`src/design/sgc_pkg.sv`:
```
// Purpose: constants for the switch global control register block
// Assumes: 100 MHz core clock, 32-bit classic Wishbone register access
// Notes: register index times four gives the byte address
package sgc_pkg;
  // register indices and byte addresses
  localparam logic [7:0] SGC_CTRL_IDX = 8'h02;
  localparam logic [7:0] SGC_STAT_IDX = 8'h03;
  localparam logic [7:0] SGC_CTRL_ADDR = 8'h08;
  localparam logic [7:0] SGC_STAT_ADDR = 8'h0C;
  // control field positions
  localparam int SGC_B_PASS_ALL = 15;
  localparam int SGC_B_TX_PAUSE = 13;
  localparam int SGC_B_RX_PAUSE = 12;
  localparam int SGC_B_LEN_CHK = 11;
  localparam int SGC_B_AGE_EN = 10;
  localparam int SGC_B_FAST_AGE = 9;
  localparam int SGC_B_AGGR_BO = 8;
  localparam int SGC_B_PASS_FC = 5;
  localparam int SGC_B_LONG_PKT = 4;
  localparam int SGC_B_INGR_PAUSE = 3;
  localparam int SGC_B_LINK_AGE = 0;
  // status field positions
  localparam int SGC_S_FAST_ONCE = 0;
  localparam int SGC_S_LINK_LO = 1;
  localparam int SGC_S_AGE_ACT = 3;
  // reset value: tx/rx pause, aging and long packets on
  localparam logic [15:0] SGC_CTRL_RST = 16'h3410;
  // frame length limits in bytes
  localparam logic [15:0] SGC_LENTYPE_MAX = 16'h05DC;
  localparam logic [11:0] SGC_LEN_STD_MAX = 12'h7D0;
  localparam logic [11:0] SGC_LEN_LONG_MAX = 12'h800;
  // aging times in their own units
  localparam longint SGC_CLK_MHZ = 100;
  localparam longint SGC_AGE_BASE_S = 300;
  localparam longint SGC_AGE_EXTRA_S = 75;
  localparam longint SGC_FAST_AGE_US = 800;
  localparam logic [39:0] SGC_AGE_NORM_CYC =
    40'((SGC_AGE_BASE_S + SGC_AGE_EXTRA_S) * 1000000 * SGC_CLK_MHZ);
  localparam logic [39:0] SGC_AGE_FAST_CYC =
    40'(SGC_FAST_AGE_US * SGC_CLK_MHZ);
endpackage

```
`src/design/sgc_top.sv`:
```
// Purpose: switch global control register one and the switch-wide
//   decisions it steers (frame pass/drop, pause, back-off, aging)
// Assumes: classic Wishbone slave, 32-bit data; frame info arrives as a
//   one-cycle summary from the MAC on the core clock; link pins are async
// Notes: all outputs registered; register index 2 sits at byte 0x08
// Contract
// RULE1: pass bad frames when sniffing is active
// RULE2: tx pause enable clear blocks pause generation
// RULE3: rx pause enable clear ignores received pause
// RULE4: drop frames whose short length field mismatches
// RULE5: aging enable gates all address aging
// RULE6: fast age bit selects 800 us period
// RULE7: aggressive half-duplex back-off when bit set
// RULE8: ingress overrun sends pause or drops frames
// RULE9: long packets to 2K, else over 2000 dropped
// RULE10: pass flow control packets instead of filtering
// RULE11: link loss triggers one fast age cycle
// RULE12: any cable loss flushes all learned addresses
// RULE13: reserved bits hold writes, no effect
`timescale 1ns/1ns
module sgc_top #(
  parameter int PORTS = 2,
  parameter logic [39:0] AGE_NORM_CYC = sgc_pkg::SGC_AGE_NORM_CYC,
  parameter logic [39:0] AGE_FAST_CYC = sgc_pkg::SGC_AGE_FAST_CYC
) (
  input wire logic core_clk_in,
  input wire logic rst_n_in,
  // wishbone slave
  input wire logic wb_cyc_in,
  input wire logic wb_stb_in,
  input wire logic wb_we_in,
  input wire logic [7:0] wb_adr_in,
  input wire logic [3:0] wb_sel_in,
  input wire logic [31:0] wb_dat_in,
  output logic [31:0] wb_dat_out,
  output logic wb_ack_out,
  // frame summary from the mac, one-cycle strobe
  input wire logic frame_valid_in,
  input wire logic frame_bad_in,
  input wire logic frame_is_pause_in,
  input wire logic frame_ingress_over_in,
  input wire logic [11:0] frame_len_in,
  input wire logic [15:0] frame_lentype_in,
  input wire logic [15:0] frame_payload_len_in,
  input wire logic sniff_mode_in,
  input wire logic congest_in,
  input wire logic [1:0] second_len_sel_in,
  // link state pins, asynchronous
  input wire logic [PORTS-1:0] link_up_in,
  // decisions
  output logic frame_fwd_out,
  output logic frame_drop_out,
  output logic rx_throttle_out,
  output logic tx_pause_out,
  output logic aggr_backoff_out,
  output logic [1:0] len_sel_out,
  output logic age_tick_out,
  output logic age_flush_out
);

  // reserved bits are plain storage; only named bits steer logic
  function automatic logic hit(input logic [7:0] adr, input logic [7:0] a);
    hit = (adr[7:2] == a[7:2]);
  endfunction

  // bus and register state
  logic [15:0] ctrl_r, ctrl_nxt;
  logic ack_r, ack_nxt;
  logic [31:0] rdat_r, rdat_nxt;
  logic req;

  // link synchronisers: three stages, stable copy when stages 2 and 3 agree
  logic [PORTS-1:0] lnk_s1_r, lnk_s2_r, lnk_s3_r, lnk_st_r;
  logic [PORTS-1:0] lnk_st_nxt;

  // aging state
  logic [39:0] age_cnt_r, age_cnt_nxt;
  logic fast_once_r, fast_once_nxt;
  logic tick_r, tick_nxt;
  logic flush_r, flush_nxt;

  // frame decision state
  logic fwd_r, fwd_nxt;
  logic drop_r, drop_nxt;
  logic thr_r, thr_nxt;
  logic txp_r, txp_nxt;
  logic bo_r, bo_nxt;
  logic [1:0] lsel_r, lsel_nxt;

  // combinational helpers
  logic link_lost;
  logic fast_mode;
  logic [39:0] age_lim;
  logic pass_bad, len_err, too_long, drop_any;

  // a strobe still held after ack is not taken as a second request
  assign req = wb_cyc_in & wb_stb_in & ~ack_r;

  // ---------- register file ----------
  always_comb
  begin
    ctrl_nxt = ctrl_r;
    ack_nxt = req;
    // unmapped reads answer zero but are still acknowledged
    rdat_nxt = 32'h0000_0000;
    if (req && wb_we_in && hit(wb_adr_in, sgc_pkg::SGC_CTRL_ADDR))
    begin
      // byte lanes: sel[0] low byte, sel[1] high byte [RULE13]
      if (wb_sel_in[0])
        ctrl_nxt[7:0] = wb_dat_in[7:0];
      if (wb_sel_in[1])
        ctrl_nxt[15:8] = wb_dat_in[15:8];
    end
    if (req && !wb_we_in)
    begin
      if (hit(wb_adr_in, sgc_pkg::SGC_CTRL_ADDR))
        rdat_nxt = {16'h0000, ctrl_r}; // [RULE13]
      // status word is read-only; a write to it is ignored
      else if (hit(wb_adr_in, sgc_pkg::SGC_STAT_ADDR))
      begin
        rdat_nxt[sgc_pkg::SGC_S_FAST_ONCE] = fast_once_r;
        rdat_nxt[sgc_pkg::SGC_S_LINK_LO +: 2] = 2'(lnk_st_r);
        rdat_nxt[sgc_pkg::SGC_S_AGE_ACT] =
          ctrl_r[sgc_pkg::SGC_B_AGE_EN];
      end
    end
  end

  always_ff @(posedge core_clk_in)
  begin
    if (!rst_n_in)
    begin
      ctrl_r <= sgc_pkg::SGC_CTRL_RST;
      ack_r <= 1'b0;
      rdat_r <= 32'h0000_0000;
    end
    else
    begin
      ctrl_r <= ctrl_nxt;
      ack_r <= ack_nxt;
      rdat_r <= rdat_nxt;
    end
  end

  // ---------- link synchronisers ----------
  always_comb
  begin
    // a bounce caught in stage two alone never reaches the stable copy
    lnk_st_nxt = lnk_st_r;
    for (int i = 0; i < PORTS; i++)
    begin
      if (lnk_s2_r[i] == lnk_s3_r[i])
        lnk_st_nxt[i] = lnk_s3_r[i];
    end
  end

  always_ff @(posedge core_clk_in)
  begin
    if (!rst_n_in)
    begin
      lnk_s1_r <= '0;
      lnk_s2_r <= '0;
      lnk_s3_r <= '0;
      lnk_st_r <= '0;
    end
    else
    begin
      lnk_s1_r <= link_up_in;
      lnk_s2_r <= lnk_s1_r;
      lnk_s3_r <= lnk_s2_r;
      lnk_st_r <= lnk_st_nxt;
    end
  end

  // ---------- aging ----------
  // a port counts as lost on the cycle before its stable copy falls, from its next value
  assign link_lost = |(lnk_st_r & ~lnk_st_nxt);
  // a pending one-shot pass borrows the fast period [RULE11]
  assign fast_mode = ctrl_r[sgc_pkg::SGC_B_FAST_AGE] | fast_once_r;
  assign age_lim = fast_mode ? AGE_FAST_CYC : AGE_NORM_CYC; // [RULE6]

  always_comb
  begin
    age_cnt_nxt = age_cnt_r;
    fast_once_nxt = fast_once_r;
    tick_nxt = 1'b0;
    // unplugging a cable always flushes, whatever the control bits [RULE12]
    flush_nxt = link_lost;
    if (!ctrl_r[sgc_pkg::SGC_B_AGE_EN])
      // held at zero so that re-enabling starts a full period
      age_cnt_nxt = 40'h00_0000_0000; // [RULE5]
    else if (age_cnt_r + 40'h00_0000_0001 >= age_lim)
    begin
      // >= so that switching to fast ends a long normal wait at once
      age_cnt_nxt = 40'h00_0000_0000;
      tick_nxt = 1'b1; // [RULE5]
      if (fast_once_r)
        fast_once_nxt = 1'b0; // one fast cycle, then normal [RULE11]
    end
    else
      age_cnt_nxt = age_cnt_r + 40'h00_0000_0001;
    // a new link loss wins over the clear of the pending fast cycle
    if (link_lost && ctrl_r[sgc_pkg::SGC_B_LINK_AGE])
      fast_once_nxt = 1'b1; // [RULE11]
  end

  always_ff @(posedge core_clk_in)
  begin
    if (!rst_n_in)
    begin
      age_cnt_r <= 40'h00_0000_0000;
      fast_once_r <= 1'b0;
      tick_r <= 1'b0;
      flush_r <= 1'b0;
    end
    else
    begin
      age_cnt_r <= age_cnt_nxt;
      fast_once_r <= fast_once_nxt;
      tick_r <= tick_nxt;
      flush_r <= flush_nxt;
    end
  end

  // ---------- frame decisions ----------
  // named control fields, so each decision reads like its rule
  logic f_pass_all, f_tx_pause, f_rx_pause, f_len_chk;
  logic f_aggr_bo, f_pass_fc, f_long_pkt, f_ingr_pause;
  logic drop_bad, drop_ingr, drop_fc, ingr_pause;
  assign f_pass_all = ctrl_r[sgc_pkg::SGC_B_PASS_ALL];
  assign f_tx_pause = ctrl_r[sgc_pkg::SGC_B_TX_PAUSE];
  assign f_rx_pause = ctrl_r[sgc_pkg::SGC_B_RX_PAUSE];
  assign f_len_chk = ctrl_r[sgc_pkg::SGC_B_LEN_CHK];
  assign f_aggr_bo = ctrl_r[sgc_pkg::SGC_B_AGGR_BO];
  assign f_pass_fc = ctrl_r[sgc_pkg::SGC_B_PASS_FC];
  assign f_long_pkt = ctrl_r[sgc_pkg::SGC_B_LONG_PKT];
  assign f_ingr_pause = ctrl_r[sgc_pkg::SGC_B_INGR_PAUSE];

  // bad frames pass only in debug with the sniffer running [RULE1]
  assign pass_bad = f_pass_all & sniff_mode_in;
  assign drop_bad = frame_bad_in & ~pass_bad; // [RULE1]
  // length field is a length only below the limit [RULE4]
  assign len_err = f_len_chk &&
    (frame_lentype_in < sgc_pkg::SGC_LENTYPE_MAX) &&
    (frame_lentype_in != frame_payload_len_in);
  assign too_long = f_long_pkt ?
    (frame_len_in > sgc_pkg::SGC_LEN_LONG_MAX) :
    (frame_len_in > sgc_pkg::SGC_LEN_STD_MAX); // [RULE9]
  // over the ingress limit: pause when chosen, else drop [RULE8]
  assign ingr_pause = frame_ingress_over_in & f_ingr_pause;
  assign drop_ingr = frame_ingress_over_in & ~f_ingr_pause; // [RULE8]
  // flow control frames are filtered unless passing is on [RULE10]
  assign drop_fc = frame_is_pause_in & ~f_pass_fc;
  assign drop_any = drop_bad | len_err | too_long | drop_ingr | drop_fc;

  always_comb
  begin
    fwd_nxt = frame_valid_in & ~drop_any;
    drop_nxt = frame_valid_in & drop_any;
    // received pause acted on only when enabled [RULE3]
    thr_nxt = frame_valid_in & frame_is_pause_in & f_rx_pause;
    // pause on congestion or chosen overrun, never when off [RULE2]
    txp_nxt = f_tx_pause & (congest_in | (frame_valid_in & ingr_pause));
    bo_nxt = f_aggr_bo; // [RULE7]
    // second register's length select has no say with long packets on
    lsel_nxt = f_long_pkt ? 2'b00 : second_len_sel_in; // [RULE9]
  end

  always_ff @(posedge core_clk_in)
  begin
    if (!rst_n_in)
    begin
      fwd_r <= 1'b0;
      drop_r <= 1'b0;
      thr_r <= 1'b0;
      txp_r <= 1'b0;
      bo_r <= 1'b0;
      lsel_r <= 2'b00;
    end
    else
    begin
      fwd_r <= fwd_nxt;
      drop_r <= drop_nxt;
      thr_r <= thr_nxt;
      txp_r <= txp_nxt;
      bo_r <= bo_nxt;
      lsel_r <= lsel_nxt;
    end
  end

  assign wb_dat_out = rdat_r;
  assign wb_ack_out = ack_r;
  assign frame_fwd_out = fwd_r;
  assign frame_drop_out = drop_r;
  assign rx_throttle_out = thr_r;
  assign tx_pause_out = txp_r;
  assign aggr_backoff_out = bo_r;
  assign len_sel_out = lsel_r;
  assign age_tick_out = tick_r;
  assign age_flush_out = flush_r;

endmodule // sgc_top

```
`config.mk`:
```
export PLATFORM = sky130hd
export DESIGN_NAME = sgc_top
export DESIGN_NICKNAME = d
export VERILOG_FILES = /design/src/design/sgc_pkg.sv /design/src/design/sgc_top.sv
export SDC_FILE = /design/constraint.sdc
export NUM_CORES = 1
export LEC_CHECK = 0
export BUFFER_PORTS_ARGS = -buffer_cell sky130_fd_sc_hd__buf_2
export CAP_MARGIN = 20
export CORE_ASPECT_RATIO = 1.2
export CORE_UTILIZATION = 48
export CTS_BUF_LIST = sky130_fd_sc_hd__clkbuf_4 sky130_fd_sc_hd__clkbuf_8
export DETAILED_ROUTE_END_ITERATION = 6
export PLACE_DENSITY = 0.8
export SYNTH_ARGS = -nofsm -noshare
export SYNTH_HDL_FRONTEND = slang
export SYNTH_SLANG_ARGS = --single-unit
```
`constraint.sdc`:
```
create_clock -name core_clk_in -period 3.3 [get_ports core_clk_in]
set_clock_uncertainty 0.05 [all_clocks]
set_input_delay 0.495 -clock core_clk_in [delete_from_list [all_inputs] [get_ports core_clk_in]]
set_output_delay 0.495 -clock core_clk_in [all_outputs]
set_load 0.1 [all_outputs]
```
# Word-level counts from Yosys, hierarchy flattened

Cells that the tools add are included.

Add/subtract/negate cells: 1
Order comparisons: 4
Equal/unequal tests: 5
Multiplexer cells: 10
Bitwise logic cells: 28
Reduce and logical (&&, ||, !) cells: 18

Operator list:

| cell                                                             | number |
|---|---|
| adder 40 x 1 -> 40 bit (second input constant)                   | 1 |
| >= comparator 40 x 36 -> 1 bit                                   | 1 |
| two-way mux 36 bit                                               | 1 |
| less-than comparator 16 x 11 -> 1 bit (second input constant)    | 1 |
| inequality test 16 bit                                           | 1 |
| bitwise AND 1 bit                                                | 13 |
| == test 6 x 2 -> 1 bit (second input constant)                   | 2 |
| greater-than comparator 12 x 11 -> 1 bit (second input constant) | 1 |
| greater-than comparator 12 bit (second input constant)           | 1 |
| AND reduction 2 bit                                              | 5 |
| two-way mux 4 bit                                                | 2 |
| two-way mux 1 bit                                                | 7 |
| inverter 1 bit                                                   | 7 |
| logical AND 1 bit                                                | 6 |
| bitwise OR 1 bit                                                 | 6 |
| nonzero test 2 bit                                               | 2 |
| OR reduction 2 bit                                               | 2 |
| AND reduction 3 bit                                              | 1 |
| OR reduction 3 bit                                               | 1 |
| bitwise AND 2 bit                                                | 1 |
| == test 1 bit                                                    | 2 |
| inverter 2 bit                                                   | 1 |
| zero test 1 bit                                                  | 1 |

Bits in registers: 107
Input port bits: 103

# Longest topological paths before layout

Gate-level depths: netlist of run 1.

Depth after elaboration: 9
Depth in mapped cells: 16
Mapped depth without buffers: 14

# Worst setup path after synthesis of run 1

Ideal clock, no wire load.

Kind: reg-to-reg
From: register age_cnt_r[12]
To: register age_cnt_r[11]
Data arrival time: 3.487 ns
Path slack: -0.302 ns
Stages on the path, launching flop included: 16
Path buffers: 2
Period minus slack after synthesis: 3.602 ns
Cell sequence: dfxtp_1 > nand3_1 > or3_1 > clkbuf_1 > nor3_2 > nand3_1 > nor2_1 > xnor2_1 > ha_1 > a21oi_1 > or3b_2 > a31oi_1 > a41o_1 > o2111ai_4 > buf_6 > nor2b_1

Cells in the longest elaborated chain, start to end: 3

RTL lines:

| element                        | RTL line       | source |
|---|---|---|
| start, declared                | sgc_top.sv:77  | `logic [39:0] age_cnt_r, age_cnt_nxt;` |
| start signal, assigned         | sgc_top.sv:218 | `age_cnt_r <= age_cnt_nxt;` |
| adder 40 x 1 -> 40 bit         | sgc_top.sv:192 | `else if (age_cnt_r + 40'h00_0000_0001 >= age_lim)` |
| >= comparator 40 x 36 -> 1 bit | sgc_top.sv:192 |  |
| OR reduction 3 bit (no line)   | n/a            |  |

No other way between the ends.
A chain may end at the register's enable or synchronous reset.

# Final worst setup path of run 1

From: register age_cnt_r[8]
To: register age_cnt_r[26]

Cells in the longest elaborated chain, start to end: 3

RTL lines:

| element                        | RTL line |
|---|---|
| adder 40 x 1 -> 40 bit *       | sgc_top.sv:192, sgc_top.sv:201 |
| >= comparator 40 x 36 -> 1 bit | sgc_top.sv:192 |
| OR reduction 3 bit (no line)   | n/a |

Mark *: on every way between the ends. The rest lies on a longest branch, timed or not.

==> results of run 1 <==
[flip-flops by register name (all words and copies together), names as in the netlist, 2 cells and up]
register and flops:
age_cnt_r 40, ctrl_r 16, wb_dat_out 16, len_sel_out 2, lnk_s1_r 2, lnk_s2_r 2, lnk_s3_r 2, lnk_st_r 2
[layer usage]
| layer | up-vias | part of all wire |
|---|---|---|
| met5 | - | 0 |
| met3 | 36 | 0.051 |
| met4 | 0 | 0.024 |
| met2 | 151 | 0.54 |
| li1 | 2012 | - |
| met1 | 2000 | 0.38 |
[logic make-up after synthesis]
family / count (synthesis) / synth area share
compound gates: 41 / 0.07373
other cells: 1 / 0.0008245
xor+xnor: 53 / 0.1021
mux: 23 / 0.05062
simple gates: 225 / 0.2704
flops: 91 / 0.4006
buf+inv: 38 / 0.04952
fa+ha+maj: 19 / 0.05227
[where the power goes]
part           switching [mW]  total, mW  leakage, nW  internal [mW]
sequential            0.00563       1.11        0.743           1.10
combinational           0.161      0.232         1.95         0.0705
clock                   0.430      0.870        0.113          0.440
[synthesized netlist by cell type, types with 10 or more instances]
library cell / number / area, µm²
nand2_1: 35 / 131.4
mux2i_1: 23 / 230.2
nor4_1: 10 / 62.56
inv_1: 10 / 37.54
buf_4: 16 / 120.1
nor2_1: 49 / 183.9
xnor2_1: 22 / 192.7
nand4_1: 15 / 93.84
and2_1: 22 / 137.6
nand3_1: 19 / 95.09
xor2_1: 31 / 271.5
nor2b_1: 26 / 162.7
and3_1: 11 / 68.82
ha_1: 19 / 237.7
dfxtp_1: 91 / 1822
[what timing repair did]
item | 4_1_cts | 5_1_grt
pin swaps | 1 | 22
setup buffers | 4 | 5
endpoints found under the setup margin | 38 | 38
hold endpoints to repair | 0 | 0
gates cloned | 1 | 0
resized for setup | 16 | 41
[worst max-delay path: stages, from the launching register on]
cell	delay (ns)
dfxtp_2	0.34
nand4_1	0.14
or3_4	0.46
nor3_4	0.20
nand3_2	0.14
nor2_4	0.12
xnor2_2	0.13
ha_1	0.30
a21oi_2	0.19
or3b_4	0.41
a31oi_4	0.17
a41o_1	0.26
o2111ai_4	0.18
buf_12	0.18
buf_16	0.13
nor2_1	0.11
[layout make-up]
class,instances,area share
repair buffers,169,0.1719
well taps,120,0.02426
clock inverters,7,0.01698
multi-input cells,381,0.4630
clock buffers,9,0.02002
flip-flops and latches,91,0.2978
inverters,10,0.006066
[through the flow]
| step | setup TNS, ns | area [µm²] | util | worst slack [ns] |
|---|---|---|---|---|
| 2_1_floorplan | -0.02253 | 4698 | - | -0.006409 |
| 3_3_place_gp | -3.472 | 5595 | 0.6129 | -0.1128 |
| 3_5_place_dp | -7.235 | 5595 | 0.6129 | -0.2603 |
| 4_1_cts | -3.406 | 5968 | 0.6538 | -0.1581 |
| 5_1_grt | -14.25 | 6188 | 0.6779 | -0.4823 |
| 6_report | -7.606 | 6188 | 0.6779 | -0.2762 |
[final timing paths]
check | start | to
worst max-delay path | age_cnt_r[8] | age_cnt_r[26]
worst max register to register | age_cnt_r[8] | age_cnt_r[26]
worst min-delay path | wb_dat_in[4] | ctrl_r[4]
worst min register to register | lnk_s1_r[1] | lnk_s2_r[1]
==> results.toml, run 1 <==
[clock_tree]
sink_count = 91
cts-root-to-sink-buffers = 2
cts_inserted_buffers = 9
clk-insertion-delay-late_ns = 0.37
number_of_levels_in_the_clock_h_tree = 3
path_clk_slew_ns = 0.10
postCtsHoldBufs = 0
root_buffer = "clkbuf_8"
tritoncts = "yes"

[floorplan]
top_level_pins = 145
die_width_um = 90.86
row_count = 38
core_mm2 = 0.009129
initial_utilization = 0.4982
dieHeight_um = 108.6
fp.dieArea_mm2 = 0.009870

[global_routing]
global_route.usage.met1 = 0.2551
grtUsageMet3 = 0.04951
grt_pass1_wl_mm = 18.54
global_route.usage.met2 = 0.4410
grt.busiest_layer = "met2"
grt_overflow = 0
globalRouteTotalUtil = 0.2325
antenna_found_initial = 0
maximum_number_of_pins_on_one_net_before_global_route_repair = 34
first_global_vias = 4168

[hold_path]
hold_path_class = "input port to flip-flop"
hold_path_depth = 3

[finish]
area_delta_synth_final_pct = 36.07
multi_input_area_mm2 = 0.002865
insertedDiodeCount = 0
leading_cell_type_in_the_layout_fill_and_taps_excluded = "buf_2"
most-common-layout-cells = "buf_2 (108), dfxtp_1 (80), buf_4 (55), nor2_1 (40), nand2_1 (33)"
final_cells = 787
final_nets = 784
fillCellCount = 691
fraction_of_final_layout_cells_sized_beyond_drive_strength_1 = 0.3898
register_area_mm2 = 0.001843

[sta]
min_period_ns = 3.576
postLayoutSetupSlackWorst_ns = -0.2762
final_max_slew_viol_count = 0
grt_setup_unrepaired = "yes"
post-route-period-util = 1.084
tightestPinTransition_ns = 0.5815
worst_hold_slack_ns = 0.2867
fmaxAchievable_ghz = 0.2796
report.final.setup_viol = 38
slew_headroom = 0.6109
hold_violations = 0

[run]
max-cap-violations = 0

[place]
dp_hpwl_mm = 8.694
globalplace.congestion = 0.8624
port_buffers = 108
place_inst = 761

[pwr]
total_leakage_power_nw = 2.810
irDropWorstVdd_uv = 313.1
power_density_mw_per_mm2 = 357.4
finalPower_mw = 2.212

[synth]
synth_cell_type_count = 55
yosys_warnings = 0
syn-instance-count = 491
synthesis.area_mm2 = 0.004548
yosysSeqAreaShare = 0.4006
yosys_register_bits = 91
synthesis.area_per_instance_um2 = 9.263
number_of_enable_type_register_cells_in_the_synthesized_netlist = 0
ys_async_sr_fraction = 0
synthFlopType = "dfxtp_1"

[run_status]
status = "finished with violations"
violated_checks = "setup timing"

[critical_path]
timing.critical_path.required_ns = 3.56
worstSetupPathType = "flip-flop to flip-flop"
critPathCaptureType = "flip-flop"
r2r_cells = 15
reg2reg_slack_ns = -0.28
crit_path_start_kind = "flip-flop"
worst-endpoint-arrival_ns = 3.83
timing.critical_path.fanout_max = 7

[route]
antenna_violating_nets_post_route = 0
mean_number_of_vias_per_cell = 5.335
drt_iter0_markers = 197
detailroute.via_count = 4199
finalWirelength_mm = 11.93
remaining_drc_errors = 0
post_drt_wl_per_cell_um = 15.15
drt_first_pass_iters = 4
(Power assumes the default switching activity.)
==> run 2, diff against run 1 <==
--- a/config.mk
+++ b/config.mk
@@ -8,10 +8,11 @@
 export BUFFER_PORTS_ARGS = -buffer_cell sky130_fd_sc_hd__buf_2
 export CAP_MARGIN = 20
 export CORE_ASPECT_RATIO = 1.2
-export CORE_UTILIZATION = 48
+export CORE_UTILIZATION = 57
 export CTS_BUF_LIST = sky130_fd_sc_hd__clkbuf_4 sky130_fd_sc_hd__clkbuf_8
 export DETAILED_ROUTE_END_ITERATION = 6
-export PLACE_DENSITY = 0.8
+export PLACE_DENSITY = 0.89
+export SETUP_SLACK_MARGIN = 0.4
 export SYNTH_ARGS = -nofsm -noshare
 export SYNTH_HDL_FRONTEND = slang
 export SYNTH_SLANG_ARGS = --single-unit
==> constraint.sdc (replaced) <==
create_clock -name core_clk_in -period 4.6 [get_ports core_clk_in]
set_clock_uncertainty 0.05 [all_clocks]
set_input_delay 0.69 -clock core_clk_in [delete_from_list [all_inputs] [get_ports core_clk_in]]
set_output_delay 0.69 -clock core_clk_in [all_outputs]
set_load 0.1 [all_outputs]
==> run 2 against run 1 <==
The flow now finishes without violations. Critical path depth is the same. Final area decreased by 14%. Global-route usage grew 2.5 points. Sequential share of layout area grew 4.3 points. Flip-flop and latch count unchanged. Core utilization up 1.5 points. First-iteration DRC count decreased by 5.6%.
==> results.toml, run 2 (same netlist as run 1, synthesis figures left out) <==
[critical_path]
worstSetupPathType = "flip-flop to flip-flop"
r2r_cells = 15
critPathCaptureType = "flip-flop"
worst-endpoint-arrival_ns = 4.26
timing.critical_path.fanout_max = 36
timing.critical_path.required_ns = 4.87
crit_path_start_kind = "flip-flop"

[place]
port_buffers = 108
dp_hpwl_mm = 8.049
globalplace.congestion = 0.8650
place_inst = 687
placed_inst_area_mm2 = 0.005137

[route]
remaining_drc_errors = 0
antenna_violating_nets_post_route = 0
mean_number_of_vias_per_cell = 5.546
drt_iter0_markers = 186
post_drt_wl_per_cell_um = 15.38
detailroute.via_count = 3899
drt_first_pass_iters = 4
finalWirelength_mm = 10.81

[global_routing]
globalRouteTotalUtil = 0.2575
grt_pass1_wl_mm = 17.15
antenna_found_initial = 0
maximum_number_of_pins_on_one_net_before_global_route_repair = 37
first_global_vias = 3849
grt_overflow = 0

[sta]
hold_violations = 0
report.final.setup_viol = 0
post-route-period-util = 0.8674
min_period_ns = 3.990
tightestPinTransition_ns = 0.5867
worst_hold_slack_ns = 0.3975
grt_setup_unrepaired = "no"
slew_headroom = 0.6074
fmaxAchievable_ghz = 0.2506
fin_tns_setup_ns = 0
final_max_slew_viol_count = 0

[hold_path]
hold_path_depth = 1
hold_path_class = "flip-flop to flip-flop"

[floorplan]
initial_utilization = 0.5901
fp.dieArea_mm2 = 0.008342
top_level_pins = 145
die_width_um = 83.55
dieHeight_um = 99.85
core_mm2 = 0.007707
row_count = 35

[finish]
largest-register = "age_cnt_r"
fillCellCount = 562
final_cells = 703
share_of_the_core_filled_with_cells = 0.6932
cell_area_after_layout_mm2 = 0.005343
insertedDiodeCount = 0
leading_cell_type_in_the_layout_fill_and_taps_excluded = "buf_2"
fraction_of_final_layout_cells_sized_beyond_drive_strength_1 = 0.2488
largest_register_ffs = 40
most-common-layout-cells = "buf_2 (108), dfxtp_1 (90), nor2_1 (49), nand2_1 (35), xor2_1 (31)"
final_nets = 728
area_delta_synth_final_pct = 17.47

[clock_tree]
tritoncts = "yes"
cts_inserted_buffers = 9
cts-root-to-sink-buffers = 2
root_buffer = "clkbuf_8"
path_clk_slew_ns = 0.11
sink_count = 91
number_of_levels_in_the_clock_h_tree = 3
postCtsHoldBufs = 0
clk-insertion-delay-late_ns = 0.38

[run]
max-cap-violations = 0

[pwr]
total_leakage_power_nw = 2.375
power_density_mw_per_mm2 = 278.4
irDropWorstVdd_uv = 253.7

[run_status]
status = "completed"
## run 2: cell count changes in the layout (fill, tap and decap cells not counted), sizes merged
| cell | before | now |
|---|---|---|
| buf | 169 | 113 |
| inv | 14 | 13 |
| bufinv | 2 | 0 |
| clkinv | 0 | 3 |
## run 2: power breakdown
| part | switching, mW | internal (mW) |
|---|---|---|
| Combinational | 0.114 | 0.0452 |
| Sequential | 0.00374 | 0.794 |
| Clock | 0.320 | 0.210 |
| Total | 0.438 | 1.05 |
## run 2: timing repair
| item | 4_1_cts | 5_1_grt |
|---|---|---|
| buffers inserted | 0 | 0 |
| setup endpoints to repair | 0 | 36 |
| gates resized for setup | 0 | 3 |
## run 2: path summary, 6_finish.rpt
kind	startpoint	slack, ns	end
worst max-delay path	age_cnt_r[6]	0.61	age_cnt_r[13]
worst min-delay path	lnk_s1_r[1]	0.40	lnk_s2_r[1]
worst max register to register	age_cnt_r[6]	0.61	age_cnt_r[13]
worst min register to register	lnk_s1_r[1]	0.40	lnk_s2_r[1]
## run 2: through the flow
stage	setup WS [ns]	power [mW]
after global routing	0.3905	1.533
after floorplan	0.9984	0.9350
final	0.6099	1.488
after detailed placement	0.6329	0.9740
after global placement	0.8028	0.9693
after CTS	0.5858	1.492
## run 2: worst max-delay path: stages, from the launching register on
cell,delay (ns)
dfxtp_1,0.42
nand4_1,0.24
or3_4,0.49
nor3_2,0.17
buf_4,0.16
nand3_1,0.11
nor2_1,0.14
xnor2_1,0.17
ha_1,0.28
a21oi_1,0.18
or3b_2,0.46
a31oi_1,0.27
a41o_1,0.28
o2111ai_4,0.13
buf_12,0.23
nor2b_1,0.12
## run 2: routing by layer
metal  track usage  up-vias  routed length [µm]
met2        0.4590      123                5664
met3       0.06168       31                 570
met4        0.1239        0                 274
li1              -     1902                   -
met1        0.2906     1843                4304
met5             0        -                   0
## run 2: cell type report
cell class | count | area [µm²] | share of cell area
timing repair buffer | 113 | 590.6 | 0.1105
inverter | 10 | 37.54 | 0.007026
clock buffer | 9 | 123.9 | 0.02319
multi-input combinational | 381 | 2582 | 0.4834
clock inverter | 7 | 70.07 | 0.01311
sequential | 91 | 1823 | 0.3412
tap | 92 | 115.1 | 0.02155
==> run 3, diff against run 2 <==
--- a/config.mk
+++ b/config.mk
@@ -8,10 +8,10 @@
 export BUFFER_PORTS_ARGS = -buffer_cell sky130_fd_sc_hd__buf_2
 export CAP_MARGIN = 20
 export CORE_ASPECT_RATIO = 1.2
-export CORE_UTILIZATION = 57
+export CORE_UTILIZATION = 45
 export CTS_BUF_LIST = sky130_fd_sc_hd__clkbuf_4 sky130_fd_sc_hd__clkbuf_8
 export DETAILED_ROUTE_END_ITERATION = 6
-export PLACE_DENSITY = 0.89
+export PLACE_DENSITY = 0.72
 export SETUP_SLACK_MARGIN = 0.4
 export SYNTH_ARGS = -nofsm -noshare
 export SYNTH_HDL_FRONTEND = slang
==> run 3 against run 2 <==
Count of clock-buffer cells in the layout unchanged. Maximum frequency up 1.5%. Final area up 0.73%. Final cell count up 4.6%. Critical path type unchanged. Die area up 26%. Flip-flop and latch count unchanged.
==> results.toml, run 3 (same netlist as run 1, synthesis figures left out) <==
[sta]
final_max_slew_viol_count = 0
slew_headroom = 0.5997
grt_setup_unrepaired = "no"
hold_violations = 0
post-route-period-util = 0.8550
fin_tns_setup_ns = 0
report.final.setup_viol = 0
fmaxAchievable_ghz = 0.2543
tightestPinTransition_ns = 0.5983
min_period_ns = 3.933

[floorplan]
row_count = 39
initial_utilization = 0.4707
dieHeight_um = 112.1
fp.dieArea_mm2 = 0.01052
top_level_pins = 145
core_mm2 = 0.009662
die_width_um = 93.78

[global_routing]
grt_pass1_wl_mm = 16.61
antenna_found_initial = 0
globalRouteTotalUtil = 0.2010
first_global_vias = 3727
maximum_number_of_pins_on_one_net_before_global_route_repair = 37
grt_overflow = 0

[critical_path]
crit_path_start_kind = "flip-flop"
worst_setup_path_startpoint = "age_cnt_r[12]"
timing.critical_path.required_ns = 4.86
worst-endpoint-arrival_ns = 4.19
r2r_cells = 15
timing.critical_path.fanout_max = 36
worstSetupPathType = "flip-flop to flip-flop"
reg2reg_slack_ns = 0.67
timing.critical_path.to = "age_cnt_r[25]"
critPathCaptureType = "flip-flop"
worst_r2r_startpoint = "age_cnt_r[12]"
endpoint_of_the_worst_register_to_register_path = "age_cnt_r[25]"

[finish]
fillCellCount = 908
largest_register_ffs = 40
final_nets = 729
largest-register = "age_cnt_r"
insertedDiodeCount = 0
fraction_of_final_layout_cells_sized_beyond_drive_strength_1 = 0.2451
area_delta_synth_final_pct = 18.32
most-common-layout-cells = "buf_2 (108), dfxtp_1 (91), nor2_1 (49), nand2_1 (35), xor2_1 (31)"
leading_cell_type_in_the_layout_fill_and_taps_excluded = "buf_2"

[clock_tree]
cts-root-to-sink-buffers = 2
cts_inserted_buffers = 9
number_of_levels_in_the_clock_h_tree = 3
path_clk_slew_ns = 0.09
clk-insertion-delay-late_ns = 0.37
postCtsSetupBuffers = 0
sink_count = 91
tritoncts = "yes"
postCtsHoldBufs = 0
root_buffer = "clkbuf_8"
cts_resized = 0

[route]
drt_first_pass_iters = 7
finalWirelength_mm = 9.948
detailroute.via_count = 3769
antenna_violating_nets_post_route = 0
drt_iter0_markers = 126
mean_number_of_vias_per_cell = 5.128
remaining_drc_errors = 0
post_drt_wl_per_cell_um = 13.53

[run]
max-cap-violations = 0

[place]
dp_hpwl_mm = 7.555
port_buffers = 108
globalplace.congestion = 0.8824

[pwr]
irDropWorstVdd_uv = 215.7
power_density_mw_per_mm2 = 279.3
total_leakage_power_nw = 2.382
finalPower_mw = 1.503

[run_status]
status = "completed"

[hold_path]
hold_path_class = "flip-flop to flip-flop"
==> run 3: layer usage <==
| layer | share of wire | track usage |
|---|---|---|
| met4 | 0.025 | 0.1077 |
| met3 | 0.047 | 0.03726 |
| met2 | 0.51 | 0.3455 |
| met1 | 0.42 | 0.2334 |
| met5 | 0 | 0 |
==> run 3: how the worst min path moves through the flow <==
stage | startpoint | end | cells past startpoint
6_report | lnk_s1_r[0] | lnk_s2_r[0] | 1
5_1_grt | lnk_s1_r[0] | lnk_s2_r[0] | 1
4_1_cts | lnk_s1_r[0] | lnk_s2_r[0] | 1
3_5_place_dp | lnk_s1_r[0] | lnk_s2_r[0] | 1
3_3_place_gp | lnk_s1_r[1] | lnk_s2_r[1] | 1
2_1_floorplan | lnk_s1_r[0] | lnk_s2_r[0] | 1
==> run 3: critical path: stages (launching register included) <==
cell and delay (ns):
dfxtp_1 0.40, nand3_1 0.18, or3_1 0.56, nor3_2 0.22, buf_4 0.16, nand3_1 0.11, nor2_1 0.14, xnor2_1 0.16
ha_1 0.28, a21oi_1 0.19, or3b_2 0.46, a31oi_1 0.21, a41o_1 0.26, o2111ai_4 0.13, buf_12 0.22, nor2b_1 0.14
==> run 3: final cells by class <==
type	count	area, µm²	area share
Timing Repair Buffer	114	598.1	0.1111
Tap cell	123	153.9	0.02860
Inverter	10	37.54	0.006975
Clock inverter	7	73.82	0.01372
Sequential cell	91	1822	0.3385
Clock buffer	9	123.9	0.02302
Multi-Input combinational cell	381	2572	0.4780
==> run 3: metrics by stage <==
stage	cells	setup WS, ns	cell area (µm²)	utilization	hold WS [ns]
2_1_floorplan	510	0.9984	4619	-	0.3619
3_3_place_gp	719	0.7797	5184	0.5365	0.3652
3_5_place_dp	719	0.7221	5184	0.5365	0.3690
4_1_cts	735	0.6879	5381	0.5570	0.3913
5_1_grt	735	0.4150	5381	0.5570	0.4166
6_report	735	0.6669	5381	0.5570	0.3887
==> run 3: power by group <==
part	internal, mW	total, mW	switching (mW)	leakage [nW]
Combinational	0.0451	0.157	0.111	1.55
Clock	0.255	0.549	0.294	0.100
Sequential	0.794	0.798	0.00358	0.737
